`config.mk`:
```
export PLATFORM = sky130hd
export DESIGN_NAME = mcubd_core
export DESIGN_NICKNAME = d
export VERILOG_FILES = /design/src/core/mcubd_pkg.sv /design/src/core/mcubd_core.sv
export SDC_FILE = /design/constraint.sdc
export NUM_CORES = 1
export LEC_CHECK = 0
export BUFFER_PORTS_ARGS = -buffer_cell sky130_fd_sc_hd__buf_2
export CAP_MARGIN = 0
export CORE_MARGIN = 8
export CORE_UTILIZATION = 61
export DETAILED_ROUTE_END_ITERATION = 8
export GPL_ROUTABILITY_DRIVEN = 0
export PLACE_DENSITY = 0.91
export SLEW_MARGIN = 40
export SYNTH_ARGS = -nofsm -noshare
export SYNTH_HDL_FRONTEND = slang
export SYNTH_SLANG_ARGS = --single-unit
```
`constraint.sdc`:
```
create_clock -name pclk -period 3.7 [get_ports pclk]
set_input_delay 0.185 -clock pclk [delete_from_list [all_inputs] [get_ports pclk]]
set_output_delay 0.185 -clock pclk [all_outputs]
set_load 0.03 [all_outputs]
```
`src/core/mcubd_pkg.sv`:
```
// Overview of operation
// - bit ops by top nibble, fields b/a/f
// - 1110_0ccc conditional branch, two cycles taken
// - call is two words, s selects fast save
// - absolute jump two words, 20-bit target
// - lone 1111 word executes as no-operation
// - fixed words: nop, watchdog, push, pop, adjust
// - standby word and software reset word
// - interrupt return re-enables the irq enable only, not all
// - plain and literal return, two cycles
// - literal add, subtract, multiply encodings
// - literal and, or, xor update z, n
// - literal move, one cycle, no flags
// - bank select load of four-bit literal
// - pointer load, two words, 12-bit value
// - table read with four pointer modes
// - table write with four pointer modes
// - port modify reads live pin levels
// - bit op on timer zero clears prescaler
// - pc change or true test costs extra cycle
package mcubd_pkg;

	// ========================================
	// opcode fields
	localparam logic [3:0] NIB_BIT_SET  = 4'h8;
	localparam logic [3:0] NIB_BIT_CLR  = 4'h9;
	localparam logic [3:0] NIB_BIT_TGL  = 4'h7;
	localparam logic [3:0] NIB_SKIP_SET = 4'ha;
	localparam logic [3:0] NIB_SKIP_CLR = 4'hb;
	localparam logic [3:0] NIB_CTRL     = 4'he;
	localparam logic [3:0] NIB_WORD2    = 4'hf;
	localparam logic [7:0] HB_ADDL      = 8'h0f;
	localparam logic [7:0] HB_SUBL      = 8'h08;
	localparam logic [7:0] HB_MULL      = 8'h0d;
	localparam logic [7:0] HB_ANDL      = 8'h0b;
	localparam logic [7:0] HB_IORL      = 8'h09;
	localparam logic [7:0] HB_XORL      = 8'h0a;
	localparam logic [7:0] HB_MOVL      = 8'h0e;
	localparam logic [7:0] HB_RETL      = 8'h0c;
	localparam logic [7:0] HB_BANK      = 8'h01;
	localparam logic [7:0] HB_FIXED     = 8'h00;
	localparam logic [7:0] LB_NOP       = 8'h00;
	localparam logic [7:0] LB_SLEEP     = 8'h03;
	localparam logic [7:0] LB_WDT       = 8'h04;
	localparam logic [7:0] LB_PUSH      = 8'h05;
	localparam logic [7:0] LB_POP       = 8'h06;
	localparam logic [7:0] LB_DADJ      = 8'h07;
	localparam logic [7:0] LB_RESET     = 8'hff;
	localparam logic [6:0] LB_IRET      = 7'h08;
	localparam logic [6:0] LB_RETURN    = 7'h09;
	localparam logic [5:0] LB_TRD       = 6'h02;
	localparam logic [5:0] LB_TWR       = 6'h03;

	// ========================================
	// file addresses seen by the decoder (access bank)
	localparam logic [7:0] PORT_FIRST = 8'h80;
	localparam logic [7:0] PORT_LAST  = 8'h87;
	localparam logic [7:0] TMRZ_ADDR  = 8'hd0;

	// ========================================
	// register map and reset values
	localparam logic [11:0] REG_CTRL   = 12'h000;
	localparam logic [11:0] REG_STATUS = 12'h004;
	localparam logic [11:0] REG_LAST   = 12'h008;
	localparam logic [11:0] REG_COUNT  = 12'h00c;
	localparam logic        CTRL_RST   = 1'b1;

	typedef enum logic [2:0] {
		ST_EXEC  = 3'b001,
		ST_WORD2 = 3'b010,
		ST_FLUSH = 3'b100
	} mcubd_state_t;

	typedef enum logic [4:0] {
		no_operation_op, bit_clear_op, bit_set_op, bit_toggle_op,
		skip_if_bit_clear_op, skip_if_bit_set_op, cond_branch_op,
		call_op, goto_op, watchdog_clear_op, push_op, pop_op,
		decimal_adjust_op, standby_op, soft_reset_op,
		interrupt_return_op, return_op, literal_return_op,
		literal_add_op, literal_subtract_op, literal_multiply_op,
		literal_and_op, literal_or_op, literal_xor_op, literal_move_op,
		bank_select_load_op, pointer_load_op, table_read_op,
		table_write_op, other_op
	} mcubd_op_t;

	typedef struct packed {
		logic c;
		logic dc;
		logic z;
		logic ov;
		logic n;
		logic tmo_pwr;
		logic irq;
		logic all;
	} mcubd_flags_t;

	typedef struct packed {
		logic c;
		logic z;
		logic ov;
		logic n;
	} mcubd_alu_t;

	typedef struct packed {
		mcubd_op_t    op;
		logic [15:0]  word;
		logic [2:0]   bit_num;
		logic         bank_a;
		logic [7:0]   file_addr;
		logic [7:0]   literal;
		logic         fast;
		logic         taken;
		logic [19:0]  target;
		logic [1:0]   ptr_sel;
		logic [11:0]  ptr_val;
		logic [1:0]   tbl_mode;
		logic [1:0]   cycles;
		logic         read_pins;
		logic         presc_clr;
		mcubd_flags_t flags;
	} mcubd_dec_t;

endpackage : mcubd_pkg

```
`src/core/mcubd_core.sv`:
```
`timescale 1ns/1ps
module mcubd_core (
	input  wire logic                  pclk,          // core instruction clock
	input  wire logic                  presetn,       // async reset, active low
	input  wire logic                  ce,            // clock enable, freezes all state
	input  wire logic                  psel,          // apb select
	input  wire logic                  penable,       // apb access phase
	input  wire logic                  pwrite,        // apb write
	input  wire logic [11:0]           paddr,         // apb byte address
	input  wire logic [31:0]           pwdata,        // apb write data
	output logic      [31:0]           prdata,        // apb read data
	output logic                       pready,        // apb ready
	output logic                       pslverr,       // apb error, unmapped
	input  wire logic                  fetch_valid,   // fetch_word present
	input  wire logic [15:0]           fetch_word,    // fetched program word
	input  wire logic [19:0]           pc_inc,        // incremented pc, words
	input  wire mcubd_pkg::mcubd_alu_t alu_flags,     // live status flags
	input  wire logic                  file_bit,      // addressed bit value
	input  wire logic                  presc_assigned,// prescaler on timer zero
	output mcubd_pkg::mcubd_dec_t      dec_q,         // decoded instruction
	output logic                       dec_valid_q    // dec_q new this cycle
);
	import mcubd_pkg::*;

	// ========================================
	// state and registers
	mcubd_state_t state_q;
	mcubd_dec_t   held_q;
	mcubd_dec_t   dn;
	logic         ctrl_en_q;
	logic [15:0]  last_q;
	logic [31:0]  count_q;
	logic [31:0]  prdata_q;
	logic         two_word;
	logic         flush;
	logic         taken_c;
	logic         port_hit;
	logic         tmr_hit;
	logic         acc;
	logic         take;
	logic         wr;
	logic         hit;
	logic [15:0]  w;
	logic [11:0]  word2_hi;

	assign w        = fetch_word;
	assign word2_hi = fetch_word[11:0];
	assign take     = ce && fetch_valid;
	assign acc      = take && state_q == ST_EXEC && ctrl_en_q;
	assign port_hit = !w[8] && w[7:0] >= PORT_FIRST && w[7:0] <= PORT_LAST;
	assign tmr_hit  = !w[8] && w[7:0] == TMRZ_ADDR && presc_assigned;

	always_comb begin
		case (w[10:8])
			3'd0: taken_c = alu_flags.z;
			3'd1: taken_c = !alu_flags.z;
			3'd2: taken_c = alu_flags.c;
			3'd3: taken_c = !alu_flags.c;
			3'd4: taken_c = alu_flags.ov;
			3'd5: taken_c = !alu_flags.ov;
			3'd6: taken_c = alu_flags.n;
			default: taken_c = !alu_flags.n;
		endcase
	end

	// ========================================
	// decode
	always_comb begin
		dn          = '0;
		dn.op       = no_operation_op;
		dn.word     = w;
		dn.cycles   = 2'd1;
		dn.bit_num  = w[11:9];
		dn.bank_a   = w[8];
		dn.file_addr = w[7:0];
		dn.literal  = w[7:0];
		two_word    = 1'b0;
		flush       = 1'b0;
		case (state_q)
			ST_WORD2: begin
				dn = held_q;
				dn.word = w;
				// the second word is used whatever its top nibble holds
				if (held_q.op == pointer_load_op) begin
					dn.ptr_val = {held_q.ptr_val[11:8], w[7:0]};
				end else begin
					dn.target = {w[11:0], held_q.target[7:0]};
				end
			end
			ST_FLUSH: begin
				dn.op = no_operation_op;
			end
			default: begin
				if (!ctrl_en_q) begin
					dn.op = no_operation_op;
				end else begin
					case (w[15:12])
						NIB_BIT_CLR: begin
							dn.op = bit_clear_op;
							dn.read_pins = port_hit;
							dn.presc_clr = tmr_hit;
						end
						NIB_BIT_SET: begin
							dn.op = bit_set_op;
							dn.read_pins = port_hit;
							dn.presc_clr = tmr_hit;
						end
						NIB_BIT_TGL: begin
							dn.op = bit_toggle_op;
							dn.read_pins = port_hit;
							dn.presc_clr = tmr_hit;
						end
						NIB_SKIP_CLR: begin
							dn.op = skip_if_bit_clear_op;
							flush = !file_bit;
						end
						NIB_SKIP_SET: begin
							dn.op = skip_if_bit_set_op;
							flush = file_bit;
						end
						NIB_CTRL: begin
							if (!w[11]) begin
								dn.op = cond_branch_op;
								dn.taken = taken_c;
								dn.target = pc_inc + {{12{w[7]}}, w[7:0]};
								flush = taken_c;
							end else if (w[11:9] == 3'b110) begin
								dn.op = call_op;
								dn.fast = w[8];
								dn.target = {12'h000, w[7:0]};
								two_word = 1'b1;
							end else if (w[11:8] == 4'hf) begin
								dn.op = goto_op;
								dn.target = {12'h000, w[7:0]};
								two_word = 1'b1;
							end else if (w[11:6] == 6'b1110_00) begin
								dn.op = pointer_load_op;
								dn.ptr_sel = w[5:4];
								dn.ptr_val = {w[3:0], 8'h00};
								two_word = 1'b1;
							end else begin
								dn.op = other_op;
							end
						end
						NIB_WORD2: begin
							dn.op = no_operation_op;
						end
						default: begin
							if (w[15:8] == HB_ADDL) begin
								dn.op = literal_add_op;
								dn.flags = 8'b1111_1000;
							end else if (w[15:8] == HB_SUBL) begin
								dn.op = literal_subtract_op;
								dn.flags = 8'b1111_1000;
							end else if (w[15:8] == HB_MULL) begin
								dn.op = literal_multiply_op;
							end else if (w[15:8] == HB_ANDL) begin
								dn.op = literal_and_op;
								dn.flags = 8'b0010_1000;
							end else if (w[15:8] == HB_IORL) begin
								dn.op = literal_or_op;
								dn.flags = 8'b0010_1000;
							end else if (w[15:8] == HB_XORL) begin
								dn.op = literal_xor_op;
								dn.flags = 8'b0010_1000;
							end else if (w[15:8] == HB_MOVL) begin
								dn.op = literal_move_op;
							end else if (w[15:8] == HB_RETL) begin
								dn.op = literal_return_op;
								flush = 1'b1;
							end else if (w[15:8] == HB_BANK && w[7:4] == 4'h0) begin
								dn.op = bank_select_load_op;
								dn.literal = {4'h0, w[3:0]};
							end else if (w[15:8] == HB_FIXED) begin
								if (w[7:0] == LB_NOP) begin
									dn.op = no_operation_op;
								end else if (w[7:0] == LB_WDT) begin
									dn.op = watchdog_clear_op;
									dn.flags.tmo_pwr = 1'b1;
								end else if (w[7:0] == LB_PUSH) begin
									dn.op = push_op;
								end else if (w[7:0] == LB_POP) begin
									dn.op = pop_op;
								end else if (w[7:0] == LB_DADJ) begin
									dn.op = decimal_adjust_op;
									dn.flags.c = 1'b1;
								end else if (w[7:0] == LB_SLEEP) begin
									dn.op = standby_op;
									dn.flags.tmo_pwr = 1'b1;
								end else if (w[7:0] == LB_RESET) begin
									dn.op = soft_reset_op;
									dn.flags = 8'hff;
								end else if (w[7:1] == LB_IRET) begin
									dn.op = interrupt_return_op;
									dn.fast = w[0];
									dn.flags.irq = 1'b1;
									flush = 1'b1;
								end else if (w[7:1] == LB_RETURN) begin
									dn.op = return_op;
									dn.fast = w[0];
									flush = 1'b1;
								end else if (w[7:2] == LB_TRD) begin
									dn.op = table_read_op;
									dn.tbl_mode = w[1:0];
									flush = 1'b1;
								end else if (w[7:2] == LB_TWR) begin
									dn.op = table_write_op;
									dn.tbl_mode = w[1:0];
									flush = 1'b1;
								end else begin
									dn.op = other_op;
								end
							end else begin
								// byte-oriented words pass through for the file decoder
								dn.op = other_op;
							end
						end
					endcase
					if (two_word || flush) begin
						dn.cycles = 2'd2;
					end
				end
			end
		endcase
	end

	// ========================================
	// sequencing
	always_ff @(posedge pclk or negedge presetn) begin
		if (!presetn) begin
			state_q <= ST_EXEC;
		end else if (take) begin
			case (state_q)
				ST_EXEC: begin
					if (two_word) begin
						state_q <= ST_WORD2;
					end else if (flush) begin
						state_q <= ST_FLUSH;
					end else begin
						state_q <= ST_EXEC;
					end
				end
				default: begin
					state_q <= ST_EXEC;
				end
			endcase
		end
	end

	// first word of a pair is held back, nothing issues until the pair is whole
	always_ff @(posedge pclk or negedge presetn) begin
		if (!presetn) begin
			held_q <= '0;
		end else if (take && state_q == ST_EXEC && two_word) begin
			held_q <= dn;
		end
	end

	always_ff @(posedge pclk or negedge presetn) begin
		if (!presetn) begin
			dec_q       <= '0;
			dec_valid_q <= 1'b0;
		end else if (ce) begin
			dec_valid_q <= take && !(state_q == ST_EXEC && two_word);
			if (take && !(state_q == ST_EXEC && two_word)) begin
				dec_q <= dn;
			end
		end
	end

	// ========================================
	// apb slave, zero wait while ce is high
	assign pready  = ce;
	assign hit     = paddr == REG_CTRL || paddr == REG_STATUS ||
	                 paddr == REG_LAST || paddr == REG_COUNT;
	assign pslverr = psel && penable && !hit;
	assign wr      = ce && psel && penable && pwrite;
	assign prdata  = prdata_q;

	always_ff @(posedge pclk or negedge presetn) begin
		if (!presetn) begin
			ctrl_en_q <= CTRL_RST;
		end else if (wr && paddr == REG_CTRL) begin
			ctrl_en_q <= pwdata[0];
		end
	end

	// a write to the count register clears it; the clear beats a retire
	always_ff @(posedge pclk or negedge presetn) begin
		if (!presetn) begin
			count_q <= 32'h0;
		end else if (wr && paddr == REG_COUNT) begin
			count_q <= 32'h0;
		end else if (ce && dec_valid_q) begin
			count_q <= count_q + 32'h1;
		end
	end

	// the last word is kept even when a count clear lands on the same edge
	always_ff @(posedge pclk or negedge presetn) begin
		if (!presetn) begin
			last_q <= 16'h0;
		end else if (ce && dec_valid_q) begin
			last_q <= dec_q.word;
		end
	end

	// read data captured in the setup phase so it comes from a flop
	always_ff @(posedge pclk or negedge presetn) begin
		if (!presetn) begin
			prdata_q <= 32'h0;
		end else if (ce && psel && !penable) begin
			if (paddr == REG_CTRL) begin
				prdata_q <= {31'h0, ctrl_en_q};
			end else if (paddr == REG_STATUS) begin
				prdata_q <= {19'h0, state_q, 5'h0, dec_q.op};
			end else if (paddr == REG_LAST) begin
				prdata_q <= {16'h0, last_q};
			end else if (paddr == REG_COUNT) begin
				prdata_q <= count_q;
			end else begin
				prdata_q <= 32'h0;
			end
		end
	end
endmodule : mcubd_core

```
Yosys cells after proc, flatten, opt, wreduce, memory -nomap -nowiden
Index checks and enable logic that the tools add are counted.
{"block": "totals", "n_memories": 0, "latchBits": 0, "register_bits": 251, "mem_bits_ro": 0, "in_bits": 93, "elab_cells": 304, "mem_bits_rw": 0, "output_inout_bits": 126}
{"block": "op_classes", "n_reduce_logical": 44, "muxes": 162, "multipliers": 0, "bitwise": 0, "eq_ne": 43, "order_cmp": 2, "div_mod_pow": 0, "shifts": 0, "n_addsub": 2}
{"cell": "2-to-1 mux 32 bit", "n": 6}
{"cell": "2-to-1 mux 8 bit", "n": 19}
{"cell": "2-to-1 mux 5 bit", "n": 26}
{"cell": "one-hot mux 58 bit (2 select lines)", "n": 1}
{"cell": "2-to-1 mux 9 bit", "n": 8}
{"cell": "equality test 8 x 4 -> 1 bit (second input constant)", "n": 8}
{"cell": "2-to-1 mux 58 bit", "n": 1}
{"cell": "2-to-1 mux 14 bit", "n": 4}
{"cell": "2-to-1 mux 1 bit", "n": 55}
{"cell": "2-to-1 mux 2 bit", "n": 26}
{"cell": "2-to-1 mux 20 bit", "n": 2}
{"cell": "2-to-1 mux 35 bit", "n": 1}
{"cell": "one-hot mux 5 bit (7 select lines)", "n": 1}
{"cell": "adder 32 x 1 -> 32 bit (second input constant)", "n": 1}
{"cell": "equality test 8 x 3 -> 1 bit (second input constant)", "n": 4}
{"cell": "equality test 4 bit (second input constant)", "n": 7}
{"cell": "equality test 12 x 4 -> 1 bit (second input constant)", "n": 2}
{"cell": "adder 20 bit", "n": 1}
{"cell": "logical AND 1 bit", "n": 19}
{"cell": "equality test 8 bit (second input constant)", "n": 2}
{"cell": "logical NOT 8 bit", "n": 2}
{"cell": "equality test 3 bit (second input constant)", "n": 5}
{"cell": "equality test 7 x 4 -> 1 bit (second input constant)", "n": 2}
{"cell": "equality test 12 x 3 -> 1 bit (second input constant)", "n": 1}
{"cell": "30 further kinds", "n": 49}

Depth between registers and ports, before layout
Gate-level depths: netlist of run 1.
{"block": "depth", "depth_word": 30, "ltp_mapped": 10, "mapped_depth_nobuf": 9}

Least setup slack after synthesis of run 1
No wires, ideal clock.
{"block": "synth_path", "path_type": "input to register", "startpoint": "input fetch_word[0]", "endpoint": "register dec_q[42] (netlist name)", "path_stages": 9, "setup_slack_ps": 1645, "arrival_time_ps": 1927, "t_required_ps": 3571, "setup_time_ps": 129, "path_cell_list": "ha_1 > fa_1 > a211oi_1 > o21a_1 > o21bai_1 > a31o_2 > a21oi_1 > xor2_1 > o21ai_1"}
{"block": "synth_via", "elab_chain_len": 5}
{"element": "start, declared", "line_no": "mcubd_core.sv:15", "rtl": "input wire logic [15:0] fetch_word,"}
{"element": "adder 20 bit", "line_no": "mcubd_core.sv:125", "rtl": "dn.target = pc_inc + {{12{w[7]}}, w[7:0]};"}
{"element": "2-to-1 mux 20 bit", "line_no": "mcubd_core.sv:122", "rtl": "if (!w[11]) begin"}
{"element": "2-to-1 mux 35 bit", "line_no": "mcubd_core.sv:97", "rtl": "case (w[15:12])"}
{"element": "2-to-1 mux 58 bit", "line_no": "mcubd_core.sv:94", "rtl": "if (!ctrl_en_q) begin"}
{"element": "one-hot mux 58 bit (2 select lines)", "line_no": "mcubd_core.sv:79", "rtl": "case (state_q)"}
{"element": "end signal, assigned", "line_no": "mcubd_core.sv:266", "rtl": "dec_q <= dn;"}
{"element": "end, declared", "line_no": "mcubd_core.sv:20", "rtl": "output mcubd_pkg::mcubd_dec_t dec_q,"}
Every way passes these cells.
A chain may end at the register's enable or synchronous reset.

Worst setup path after layout of run 1
{"block": "layout_path", "startpoint": "input fetch_word[15]", "endpoint": "register held_q[49] (netlist name)"}
{"block": "layout_via", "elab_chain_len": 14}
{"element": "logical NOT 8 bit / equality test 8 x 1 -> 1 bit (equally long branches)", "line_no": "mcubd_core.sv:174, mcubd_core.sv:171"}
{"element": "2-to-1 mux 1 bit / logical AND 1 bit (equally long branches)", "line_no": "mcubd_core.sv:174, mcubd_core.sv:171"}
{"element": "2-to-1 mux 1 bit", "line_no": "mcubd_core.sv:171", "rtl": "end else if (w[15:8] == HB_BANK && w[7:4] == 4'h0) begin"}
{"element": "2-to-1 mux 9 bit", "line_no": "mcubd_core.sv:168", "rtl": "end else if (w[15:8] == HB_RETL) begin"}
{"element": "2-to-1 mux 9 bit", "line_no": "mcubd_core.sv:166", "rtl": "end else if (w[15:8] == HB_MOVL) begin"}
{"element": "2-to-1 mux 9 bit", "line_no": "mcubd_core.sv:163", "rtl": "end else if (w[15:8] == HB_XORL) begin"}
{"element": "2-to-1 mux 9 bit", "line_no": "mcubd_core.sv:160", "rtl": "end else if (w[15:8] == HB_IORL) begin"}
{"element": "2-to-1 mux 9 bit", "line_no": "mcubd_core.sv:157", "rtl": "end else if (w[15:8] == HB_ANDL) begin"}
{"element": "2-to-1 mux 9 bit", "line_no": "mcubd_core.sv:155", "rtl": "end else if (w[15:8] == HB_MULL) begin"}
{"element": "2-to-1 mux 9 bit", "line_no": "mcubd_core.sv:152", "rtl": "end else if (w[15:8] == HB_SUBL) begin"}
{"element": "2-to-1 mux 9 bit", "line_no": "mcubd_core.sv:149", "rtl": "if (w[15:8] == HB_ADDL) begin"}
{"element": "one-hot mux 1 bit (2 select lines)", "line_no": "mcubd_core.sv:97"}
{"element": "2-to-1 mux 58 bit", "line_no": "mcubd_core.sv:94"}
{"element": "one-hot mux 58 bit (2 select lines)", "line_no": "mcubd_core.sv:79"}
{"element": "end signal, assigned", "line_no": "mcubd_core.sv:255", "rtl": "held_q <= dn;"}
{"element": "end, declared", "line_no": "mcubd_core.sv:28", "rtl": "mcubd_dec_t held_q;"}
Parallel ways exist; a longest one is shown, timed or not. The select of a mux whose other input is x is not followed.

==> results of run 1 <==
-- per-stage QoR --
stage / cells / cell area, um^2 / power [mW]
final: 1716 / 14300 / 6.62
after floorplan: 1273 / 12300 / 3.63
after global routing: 1716 / 14300 / 6.86
after global placement: 1661 / 13400 / 3.93
after detailed placement: 1661 / 13400 / 3.97
after CTS: 1716 / 14300 / 6.64
-- per-layer routing --
metal | track usage | wire length [um] | share of wire
met5 | 0 | 0 | 0
met3 | 0.0420 | 2810 | 0.084
met2 | 0.452 | 16200 | 0.48
met1 | 0.346 | 13100 | 0.39
met4 | 0.106 | 1370 | 0.041
-- how the worst min path moves through the flow --
stage                             end  cells after the start
6_report        dec_q[83]$_DFFE_PN0P_                      3
5_1_grt         dec_q[83]$_DFFE_PN0P_                      3
4_1_cts         dec_q[83]$_DFFE_PN0P_                      3
3_5_place_dp    prdata[7]$_DFFE_PN0P_                      1
3_3_place_gp    prdata[7]$_DFFE_PN0P_                      1
2_1_floorplan  count_q[0]$_DFFE_PN0P_                      0
-- report_power, final --
group	total (mW)	internal, mW	switching (mW)
Sequential	3.02	2.89	0.124
Combinational	0.926	0.317	0.609
Clock	2.68	1.61	1.07
-- sequential cells by signal, indices dropped and copies added (netlist names) --
register and count:
dec_q 91, held_q 75, count_q 32, prdata 32, last_q 16, state_q 3
ctrl_en_q 1, dec_valid_q 1
-- final cells by class --
cell class | count | area, um^2 | share of cell area
clock inverters | 12 | 148 | 0.0103
inverters | 15 | 56.3 | 0.00393
well taps | 270 | 338 | 0.0236
flip-flops and latches | 251 | 6280 | 0.439
multi-input cells | 926 | 5610 | 0.391
repair buffers | 207 | 1150 | 0.0806
clock buffers | 35 | 736 | 0.0514
-- cell families after synthesis --
family,after synthesis,synth area share
AOI/OAI and AO/OA,300,0.155
xor gates and xnor gates,49,0.0349
adders and majority gates,21,0.0220
buffers and inverters,96,0.0365
DFF,251,0.510
muxes,54,0.0477
and+or+nand+nor,502,0.194
-- Yosys cell counts (4+ instances only) --
library cell	instances	share of area
a211oi_1	4	0.0024
a21o_1	8	0.0049
a21oi_1	79	0.032
a221oi_1	14	0.010
a22o_1	19	0.014
a22oi_1	5	0.0030
a31oi_1	5	0.0025
a32oi_1	7	0.0050
and2_1	44	0.022
and3_1	7	0.0036
and4_1	4	0.0028
buf_1	4	0.0012
buf_2	20	0.0081
buf_4	7	0.0043
buf_6	5	0.0046
clkbuf_1	45	0.014
dfrtp_1	249	0.51
ha_1	20	0.020
inv_1	13	0.0040
mux2_2	17	0.016
mux2i_1	35	0.028
nand2_1	218	0.066
nand2b_1	9	0.0046
nand3_1	32	0.013
nand4_1	7	0.0036
nor2_1	118	0.036
nor3_1	18	0.0073
nor3_2	4	0.0033
nor4_1	5	0.0025
o211ai_1	5	0.0030
o21a_1	9	0.0055
o21ai_0	54	0.022
o21ai_1	44	0.018
o31ai_1	17	0.010
or3_1	6	0.0030
xnor2_1	23	0.016
xor2_1	26	0.018
-- repair_timing --
item                      4_1_cts  5_1_grt
hold endpoints to repair       70        0
gates resized for setup         0        0
hold buffers                    8        0
setup buffers                   0        0
-- tightest hold or removal path: cells and delay by family --
| kind | cells | cell delay [ps] |
|---|---|---|
| buffers and inverters | 1 | 180 |
| and+or+nand+nor | 2 | 130 |
==> reports/metrics.cfg, run 1 <==
[status]
status=complete, no violations

[finish]
layout_common_cells=dfrtp_1, nand2_1, buf_2
nFillCells=1401
diodes=0
area.growth.synth_to_final_pct=16.3
layout-drive-gt1-share=0.202
layout_commonest_cell=dfrtp_1
nNetsFinal=1541
final_core_util=0.715

[worst_setup_path]
required_ps=4090
worstSetupStartpoint=fetch_word[15]
reg2regPathDepth=6
critPathTopFamily=simple AND/OR/NAND/NOR gates
crit_type=primary input to flop
endpoint=held_q[49]$_DFFE_PN0P_
max_stage_delay_ps=670
path_depth=9
arrival_ps=3160
r2r_slack_ps=940
crit_buf_inv=3
critPathMaxFanout=42
cp-end-kind=flop
crit_path_cell_trace=dlygate4sd3_1 > buf_2 > and4b_1 > o2111ai_2 > nor2_1 > nand3_2 > buf_12 > nand2_1 > o21ai_0
start_kind=primary input
r2r_end=dec_q[25]$_DFFE_PN0P_
r2r-start=state_q[1]$_DFFE_PN0P_
crit_slowest_cell=nand3_2

[power_and_ir_drop]
cellLeakagePower_nw=7.14
vdd_ir_drop_max_mv=0.441
p_per_area_mw_per_mm2=462

[clock_network]
clock_path_buffers=3
cts_buffers=26
htree_levels=1
path_clk_slew_ps=60
clkSinkCount=251
clockRootBuffer=clkbuf_16
cts_tree=done
clock_latency_ps=530

[logic_synthesis]
synth_cell_type_count=82
ys_seq_area_frac=0.510
synthArstFlopShare=1.00
synth_area_per_cell_um2=9.67
synth_nets=1387
yosysWarnings=0
synth_edf_count=0
synthFlopType=dfrtp_1
synth_seq_cells=251
syn-cell-area_mm2=0.0123
synth_cells=1273

[sta]
max_freq_mhz=360
slew_violations=0
hold_violations=0
grt_setup_unrepaired=no
setup_viol=0
finClkSkew_ps=13.0
slew_headroom=0.414
tns_ps=0
tightestPinTransition_ps=875
setup_slack_ps=925
hold_ws_ps=17.5
period_needed_ps=2770
period_share=0.750

[floorplan]
die_y_um=158
floorplan.initialDensity=0.614
fp-row-count=52
dieArea_mm2=0.0250
core-area_mm2=0.0200
io_pins=219
die_w_um=158

[hold_path]
hold_start=fetch_word[13]
holdCritPathClass=primary input to flop

[job]
maxCapViolations=0

[route]
dr_total_vias=10646
antenna_left=0
drt_pre_antenna_iters=9
drc=0
drtIter0Drc=1073
avgViaCountPerCell=6.20
wl_per_cell_um=19.5
routed_wirelength_um=33500

[grt]
grt_pass1_wl_um=54000
globalRoute.totalOverflow=0
grt.total_usage=0.269
grt_max_degree=139
grt_antenna_before_repair=0
grt_pass1_vias=10459

[placement]
post-dp-hpwl_um=22900
dp_slack_ps=1030
port_buffers=187

Power figures use the tool's default switching activity.
==> run 2, diff against run 1 <==
--- a/config.mk
+++ b/config.mk
@@ -8,10 +8,10 @@
 export BUFFER_PORTS_ARGS = -buffer_cell sky130_fd_sc_hd__buf_2
 export CAP_MARGIN = 0
 export CORE_MARGIN = 8
-export CORE_UTILIZATION = 61
+export CORE_UTILIZATION = 56
 export DETAILED_ROUTE_END_ITERATION = 8
 export GPL_ROUTABILITY_DRIVEN = 0
-export PLACE_DENSITY = 0.91
+export PLACE_DENSITY = 0.85
 export SLEW_MARGIN = 40
 export SYNTH_ARGS = -nofsm -noshare
 export SYNTH_HDL_FRONTEND = slang
==> constraint.sdc (replaced) <==
create_clock -name pclk -period 2.6 [get_ports pclk]
set_input_delay 0.13 -clock pclk [delete_from_list [all_inputs] [get_ports pclk]]
set_output_delay 0.13 -clock pclk [all_outputs]
set_load 0.03 [all_outputs]
==> run 2 against run 1 <==
Compared with the run above:
- first-iteration DRC count down 14%
- register-to-register slack worse by 420 ps
- sequential power up 42%
- clock skew down 3.8 ps
- via count down 2.6%
- critical path type unchanged
- die area up 8.0%
- clock-buffer cell count up 1
- core utilization down 4.2 points
- worst hold slack better by 1.4 ps
- worst setup slack worse by 640 ps
- sequential cell count unchanged
==> reports/metrics.cfg, run 2 (synthesized netlist as in run 1, its figures left out) <==
[status]
status=complete, no violations

[worst_setup_path]
crit_path_cell_trace=dlygate4sd3_1 > buf_2 > nor4_4 > and2_1 > o21ai_1 > a21o_1 > a32oi_1 > nand2_1 > o21a_1
cp-end-kind=flop
critPathMaxFanout=12  ; -71%
reg2regPathDepth=6  ; unchanged
crit_type=primary input to flop
required_ps=3020  ; -1070 ps
r2r-start=state_q[1]$_DFFE_PN0P_
arrival_ps=2730  ; -430 ps
max_stage_delay_ps=540  ; -130 ps
r2r_slack_ps=520  ; -420 ps
crit_slowest_cell=dlygate4sd3_1
critPathTopFamily=simple AND/OR/NAND/NOR gates
crit_buf_inv=2  ; -1
r2r_end=dec_q[25]$_DFFE_PN0P_
start_kind=primary input

[finish]
nNetsFinal=1570  ; +1.9%
layout-drive-gt1-share=0.217  ; +0.0155
largest_reg_flops=91  ; unchanged
final_core_util=0.673  ; -0.0419
diodes=0  ; unchanged
top_register=dec_q
layout_common_cells=dfrtp_1, nand2_1, buf_2
layout_commonest_cell=dfrtp_1
top_regs=dec_q (91), held_q (75)
nFillCells=1656  ; +18%
area.growth.synth_to_final_pct=18.5

[sta]
setup_viol=0  ; unchanged
slew_violations=0  ; unchanged
period_needed_ps=2320
max_freq_mhz=431
grt_setup_unrepaired=no
slew_headroom=0.561  ; +0.147
setup_slack_ps=282  ; -643 ps
period_share=0.891
tns_ps=0  ; unchanged
finClkSkew_ps=9.13  ; -3.84 ps
tightestPinTransition_ps=658  ; -217 ps
hold_violations=0  ; unchanged

[route]
wl_per_cell_um=18.8  ; -3.5%
drt_pre_antenna_iters=5  ; -4
routed_wirelength_um=33100  ; -1.3%
avgViaCountPerCell=5.90  ; -4.9%
antenna_left=0  ; unchanged
dr_total_vias=10364  ; -2.6%
drtIter0Drc=925  ; -14%
drc=0  ; unchanged

[grt]
grt_max_degree=86  ; -38%
grt_pass1_wl_um=53200  ; -1.5%
grt_pass1_vias=10173  ; -2.7%
globalRoute.totalOverflow=0  ; unchanged
grt.total_usage=0.244  ; -0.0258
grt_antenna_before_repair=1  ; +1

[hold_path]
worstHoldPathCells=3  ; unchanged
holdCritPathClass=primary input to flop
hold_start=fetch_valid
min_to=state_q[0]$_DFFE_PN1P_

[floorplan]
io_pins=219  ; unchanged
die_y_um=164  ; +3.9%
floorplan.initialDensity=0.568  ; -0.0467
dieArea_mm2=0.0270  ; +8.0%
core-area_mm2=0.0217  ; +8.2%
fp-row-count=54  ; +3.8%
die_w_um=164  ; +3.9%

[placement]
dp_slack_ps=276  ; -752 ps
post-dp-hpwl_um=23300  ; +1.7%
port_buffers=187  ; unchanged

[clock_network]
path_clk_slew_ps=60  ; about the same
clock_latency_ps=530  ; about the same
cts_hold_repair.buffers=9  ; +1
clock_path_buffers=3  ; unchanged
cts-resized-gates=0  ; unchanged
clkSinkCount=251  ; unchanged
htree_levels=1  ; unchanged
post_cts_buffers=0  ; unchanged
cts_buffers=26  ; unchanged
clockRootBuffer=clkbuf_16
cts_tree=done

[power_and_ir_drop]
vdd_ir_drop_max_mv=0.548  ; +24%
p_per_area_mw_per_mm2=649  ; +41%
cellLeakagePower_nw=7.29  ; +2.2%

[job]
maxCapViolations=0  ; unchanged

[run 2: cell count changes in the layout (fill, tap and decap cells not counted)]
cell	change
buf_4	+26
and2_2	+1
clkbuf_8	+1
and2_4	-1
dlygate4sd3_1	+1
buf_12	+2
[run 2: cell type report]
type | instances | area [um^2] | share of cell area
flip-flops and latches | 251 | 6280 | 0.431
clock inverters | 12 | 148 | 0.0101
inverters | 15 | 56.3 | 0.00386
multi-input cells | 926 | 5610 | 0.384
well taps | 280 | 350 | 0.0240
repair buffers | 236 | 1400 | 0.0959
clock buffers | 36 | 749 | 0.0514
[run 2: where the power goes]
| part | internal [mW] | leakage [nW] | switching (mW) |
|---|---|---|---|
| sequential | 4.11 | 3.35 | 0.172 |
| combinational | 0.474 | 3.51 | 0.863 |
| clock | 2.32 | 0.438 | 1.53 |
| total | 6.91 | 7.29 | 2.57 |
[run 2: per-stage QoR]
step           hold WS (ps)  cell area, um^2  std cells  power [mW]
5_1_grt                28.8            14600       1756        9.82
4_1_cts                3.64            14600       1756        9.52
2_1_floorplan          -166            12300       1273        5.16
6_report               18.9            14600       1756        9.48
3_5_place_dp            175            13600       1699        5.67
3_3_place_gp            167            13600       1699        5.62
[run 2: metal layers]
layer  vias to the layer above  part of all wire  track usage
met5                         -           0.00039            0
met3                        72             0.085       0.0406
li1                       4822                 -            -
met1                      4988              0.41        0.324
met2                       480              0.48        0.403
met4                         2             0.028       0.0740
[run 2: how the worst max path moves through the flow]
stage,startpoint,to,cells after the start
final,fetch_word[13],held_q[89]$_DFFE_PN0P_,9
after floorplan,fetch_word[0],dec_q[42]$_DFFE_PN0P_,9
after detailed placement,fetch_word[0],dec_q[42]$_DFFE_PN0P_,10
after global placement,fetch_word[0],dec_q[42]$_DFFE_PN0P_,10
after global routing,fetch_word[13],dec_q[11]$_DFFE_PN0P_,9
after CTS,fetch_word[12],dec_q[11]$_DFFE_PN0P_,9
[run 2: worst min-delay path: stages]
cell	delay, ps
buf_2	160
a21oi_1	180
a21oi_1	60
==> run 3, diff against run 2 <==
--- a/config.mk
+++ b/config.mk
@@ -12,6 +12,8 @@
 export DETAILED_ROUTE_END_ITERATION = 8
 export GPL_ROUTABILITY_DRIVEN = 0
 export PLACE_DENSITY = 0.85
+export REMOVE_ABC_BUFFERS = 1
+export SETUP_SLACK_MARGIN = 0.1
 export SLEW_MARGIN = 40
 export SYNTH_ARGS = -nofsm -noshare
 export SYNTH_HDL_FRONTEND = slang
==> run 3 against run 2 <==
Compared with the run above:
- non-clock buffer count up 3
- maximum frequency rose by 0.82%
- wire length is 0.86% higher
- critical endpoint is now held_q[14]$_DFFE_PN0P_
- sequential share of layout area up 0.22 points
- clock power down 11%
- highest routed layer is now met4
==> reports/metrics.cfg, run 3 (synthesized netlist as in run 1, its figures left out) <==
[sta]
finClkSkew_ps=14.2  ; +5.08 ps
slew_violations=0  ; unchanged
max_freq_mhz=435  ; +0.82%
tightestPinTransition_ps=706  ; +47.9 ps
period_needed_ps=2300  ; -18.9 ps
hold_violations=0  ; unchanged
grt_setup_unrepaired=no
period_share=0.884  ; -0.00727
slew_headroom=0.517  ; -0.0441
setup_viol=0  ; unchanged

[finish]
layout_common_cells=dfrtp_1, nand2_1, buf_2
nNetsFinal=1572  ; +0.13%
top_regs=dec_q (91), held_q (75)
largest_reg_flops=91  ; unchanged
diodes=0  ; unchanged
final_core_util=0.669  ; -0.00340
layout-drive-gt1-share=0.213  ; -0.00431
layout_commonest_cell=dfrtp_1
nFillCells=1602  ; -3.3%
area.growth.synth_to_final_pct=17.9
top_register=dec_q

[placement]
post-dp-hpwl_um=23400  ; +0.68%
port_buffers=187  ; unchanged

[power_and_ir_drop]
swShare=0.272  ; +0.000775
vdd_ir_drop_max_mv=0.415  ; -24%
seqPwrFrac=0.474  ; +0.022
p_clk_frac=0.378  ; -0.028
combPwrFrac=0.148  ; +0.007
cellLeakagePower_nw=7.27  ; -0.36%
total_power_mw=9.05  ; -4.5%
p_switching_mw=2.46  ; -4.2%
p_int_mw=6.59  ; -4.6%
p_per_area_mw_per_mm2=624  ; -4.0%

[floorplan]
die_w_um=164  ; unchanged
fp-row-count=54  ; unchanged
core-area_mm2=0.0217  ; unchanged
floorplan.initialDensity=0.568  ; unchanged
io_pins=219  ; unchanged
dieArea_mm2=0.0270  ; unchanged
die_y_um=164  ; unchanged

[grt]
grt.total_usage=0.246  ; +0.00267
grt_max_degree=85  ; -1.2%
globalRoute.totalOverflow=0  ; unchanged
grt_antenna_before_repair=0  ; -1
grt_pass1_wl_um=53800  ; +1.2%
grt_pass1_vias=10328  ; +1.5%

[route]
drt_pre_antenna_iters=6  ; +1
routed_wirelength_um=33400  ; +0.86%
drc=0  ; unchanged
avgViaCountPerCell=5.95  ; +0.87%
dr_total_vias=10436  ; +0.69%
wl_per_cell_um=19.0  ; +1.0%
antenna_left=0  ; unchanged
drtIter0Drc=1171  ; +27%

[worst_setup_path]
start_kind=primary input
cp-end-kind=flop
crit_type=primary input to flop
critPathMaxFanout=24  ; +12
required_ps=2990  ; -30 ps
arrival_ps=2690  ; -40 ps

[clock_network]
cts_buffers=25  ; -3.8%
cts_tree=done
htree_levels=1  ; unchanged
clkSinkCount=251  ; unchanged
cts-resized-gates=0  ; unchanged
clockRootBuffer=clkbuf_16
cts_hold_repair.buffers=11  ; +2
clock_path_buffers=3  ; unchanged
path_clk_slew_ps=60  ; about the same
post_cts_buffers=0  ; unchanged
clock_latency_ps=520  ; about the same

[job]
maxCapViolations=0  ; unchanged

[hold_path]
holdCritPathClass=primary input to flop

[status]
status=complete, no violations

run 3: cell types whose count changed in the layout (fill, tap and decap cells not counted), sizes merged:
cell / before / now
buf: 227 / 228
clkinvlp: 2 / 0
clkinv: 9 / 7
bufinv: 3 / 1
dlygate4sd3: 9 / 11
run 3: cell type report:
type                            count  area (um^2)  area share
Tap cell                          280          350      0.0241
Clock inverter                      6         55.1     0.00379
Timing Repair Buffer              239         1450       0.100
Sequential cell                   251         6280       0.433
Clock buffer                       36          717      0.0494
Inverter                           15         56.3     0.00388
Multi-Input combinational cell    926         5600       0.386
run 3: stage by stage:
stage	setup TNS, ps	cell area, um^2	hold slack [ps]	setup slack (ps)	instances
CTS	0	14500	1.66	380	1753
floorplan	-12320	11900	-166	-452	1192
global route	0	14500	34.9	239	1753
global placement	0	13600	173	222	1700
detailed placement	0	13600	188	142	1700
finish	0	14500	26.1	301	1753
run 3: final timing paths:
check | slack (ps) | to | cells after the start | startpoint
worst min register to register | 470 | held_q[11]$_DFFE_PN0P_ | 1 | held_q[11]$_DFFE_PN0P_
min in group asynchronous | 190 | prdata[3]$_DFFE_PN0P_ | 2 | presetn
max in group asynchronous | 1510 | held_q[55]$_DFFE_PN0P_ | 3 | presetn
worst max register to register | 410 | dec_q[86]$_DFFE_PN0P_ | 5 | state_q[1]$_DFFE_PN0P_
worst min-delay path | 30 | dec_q[67]$_DFFE_PN0P_ | 3 | fetch_word[9]
worst max-delay path | 300 | held_q[14]$_DFFE_PN0P_ | 8 | fetch_word[12]
run 3: critical path, stage by stage:
cell           delay [ps]
dlygate4sd3_1         560
buf_2                 200
and4b_1               370
o2111ai_2             220
nor2_1                270
nand3_2               430
buf_12                330
and2_1                170
run 3: power groups by stage:
stage          clock network [mW]  registers (mW)  logic, mW
2_1_floorplan                   0            4.52      0.579
3_3_place_gp                    0            4.34       1.28
3_5_place_dp                    0            4.36       1.32
4_1_cts                      3.48            4.29       1.34
5_1_grt                      3.65            4.31       1.46
6_report                     3.42            4.29       1.34
run 3: per-layer routing:
layer  vias up  share of wire  global-route usage
met1      5055           0.41               0.328
met5         -              0                   0
met2       480           0.47               0.401
li1       4820              -                   -
met4         0          0.028              0.0769
met3        81          0.093              0.0469
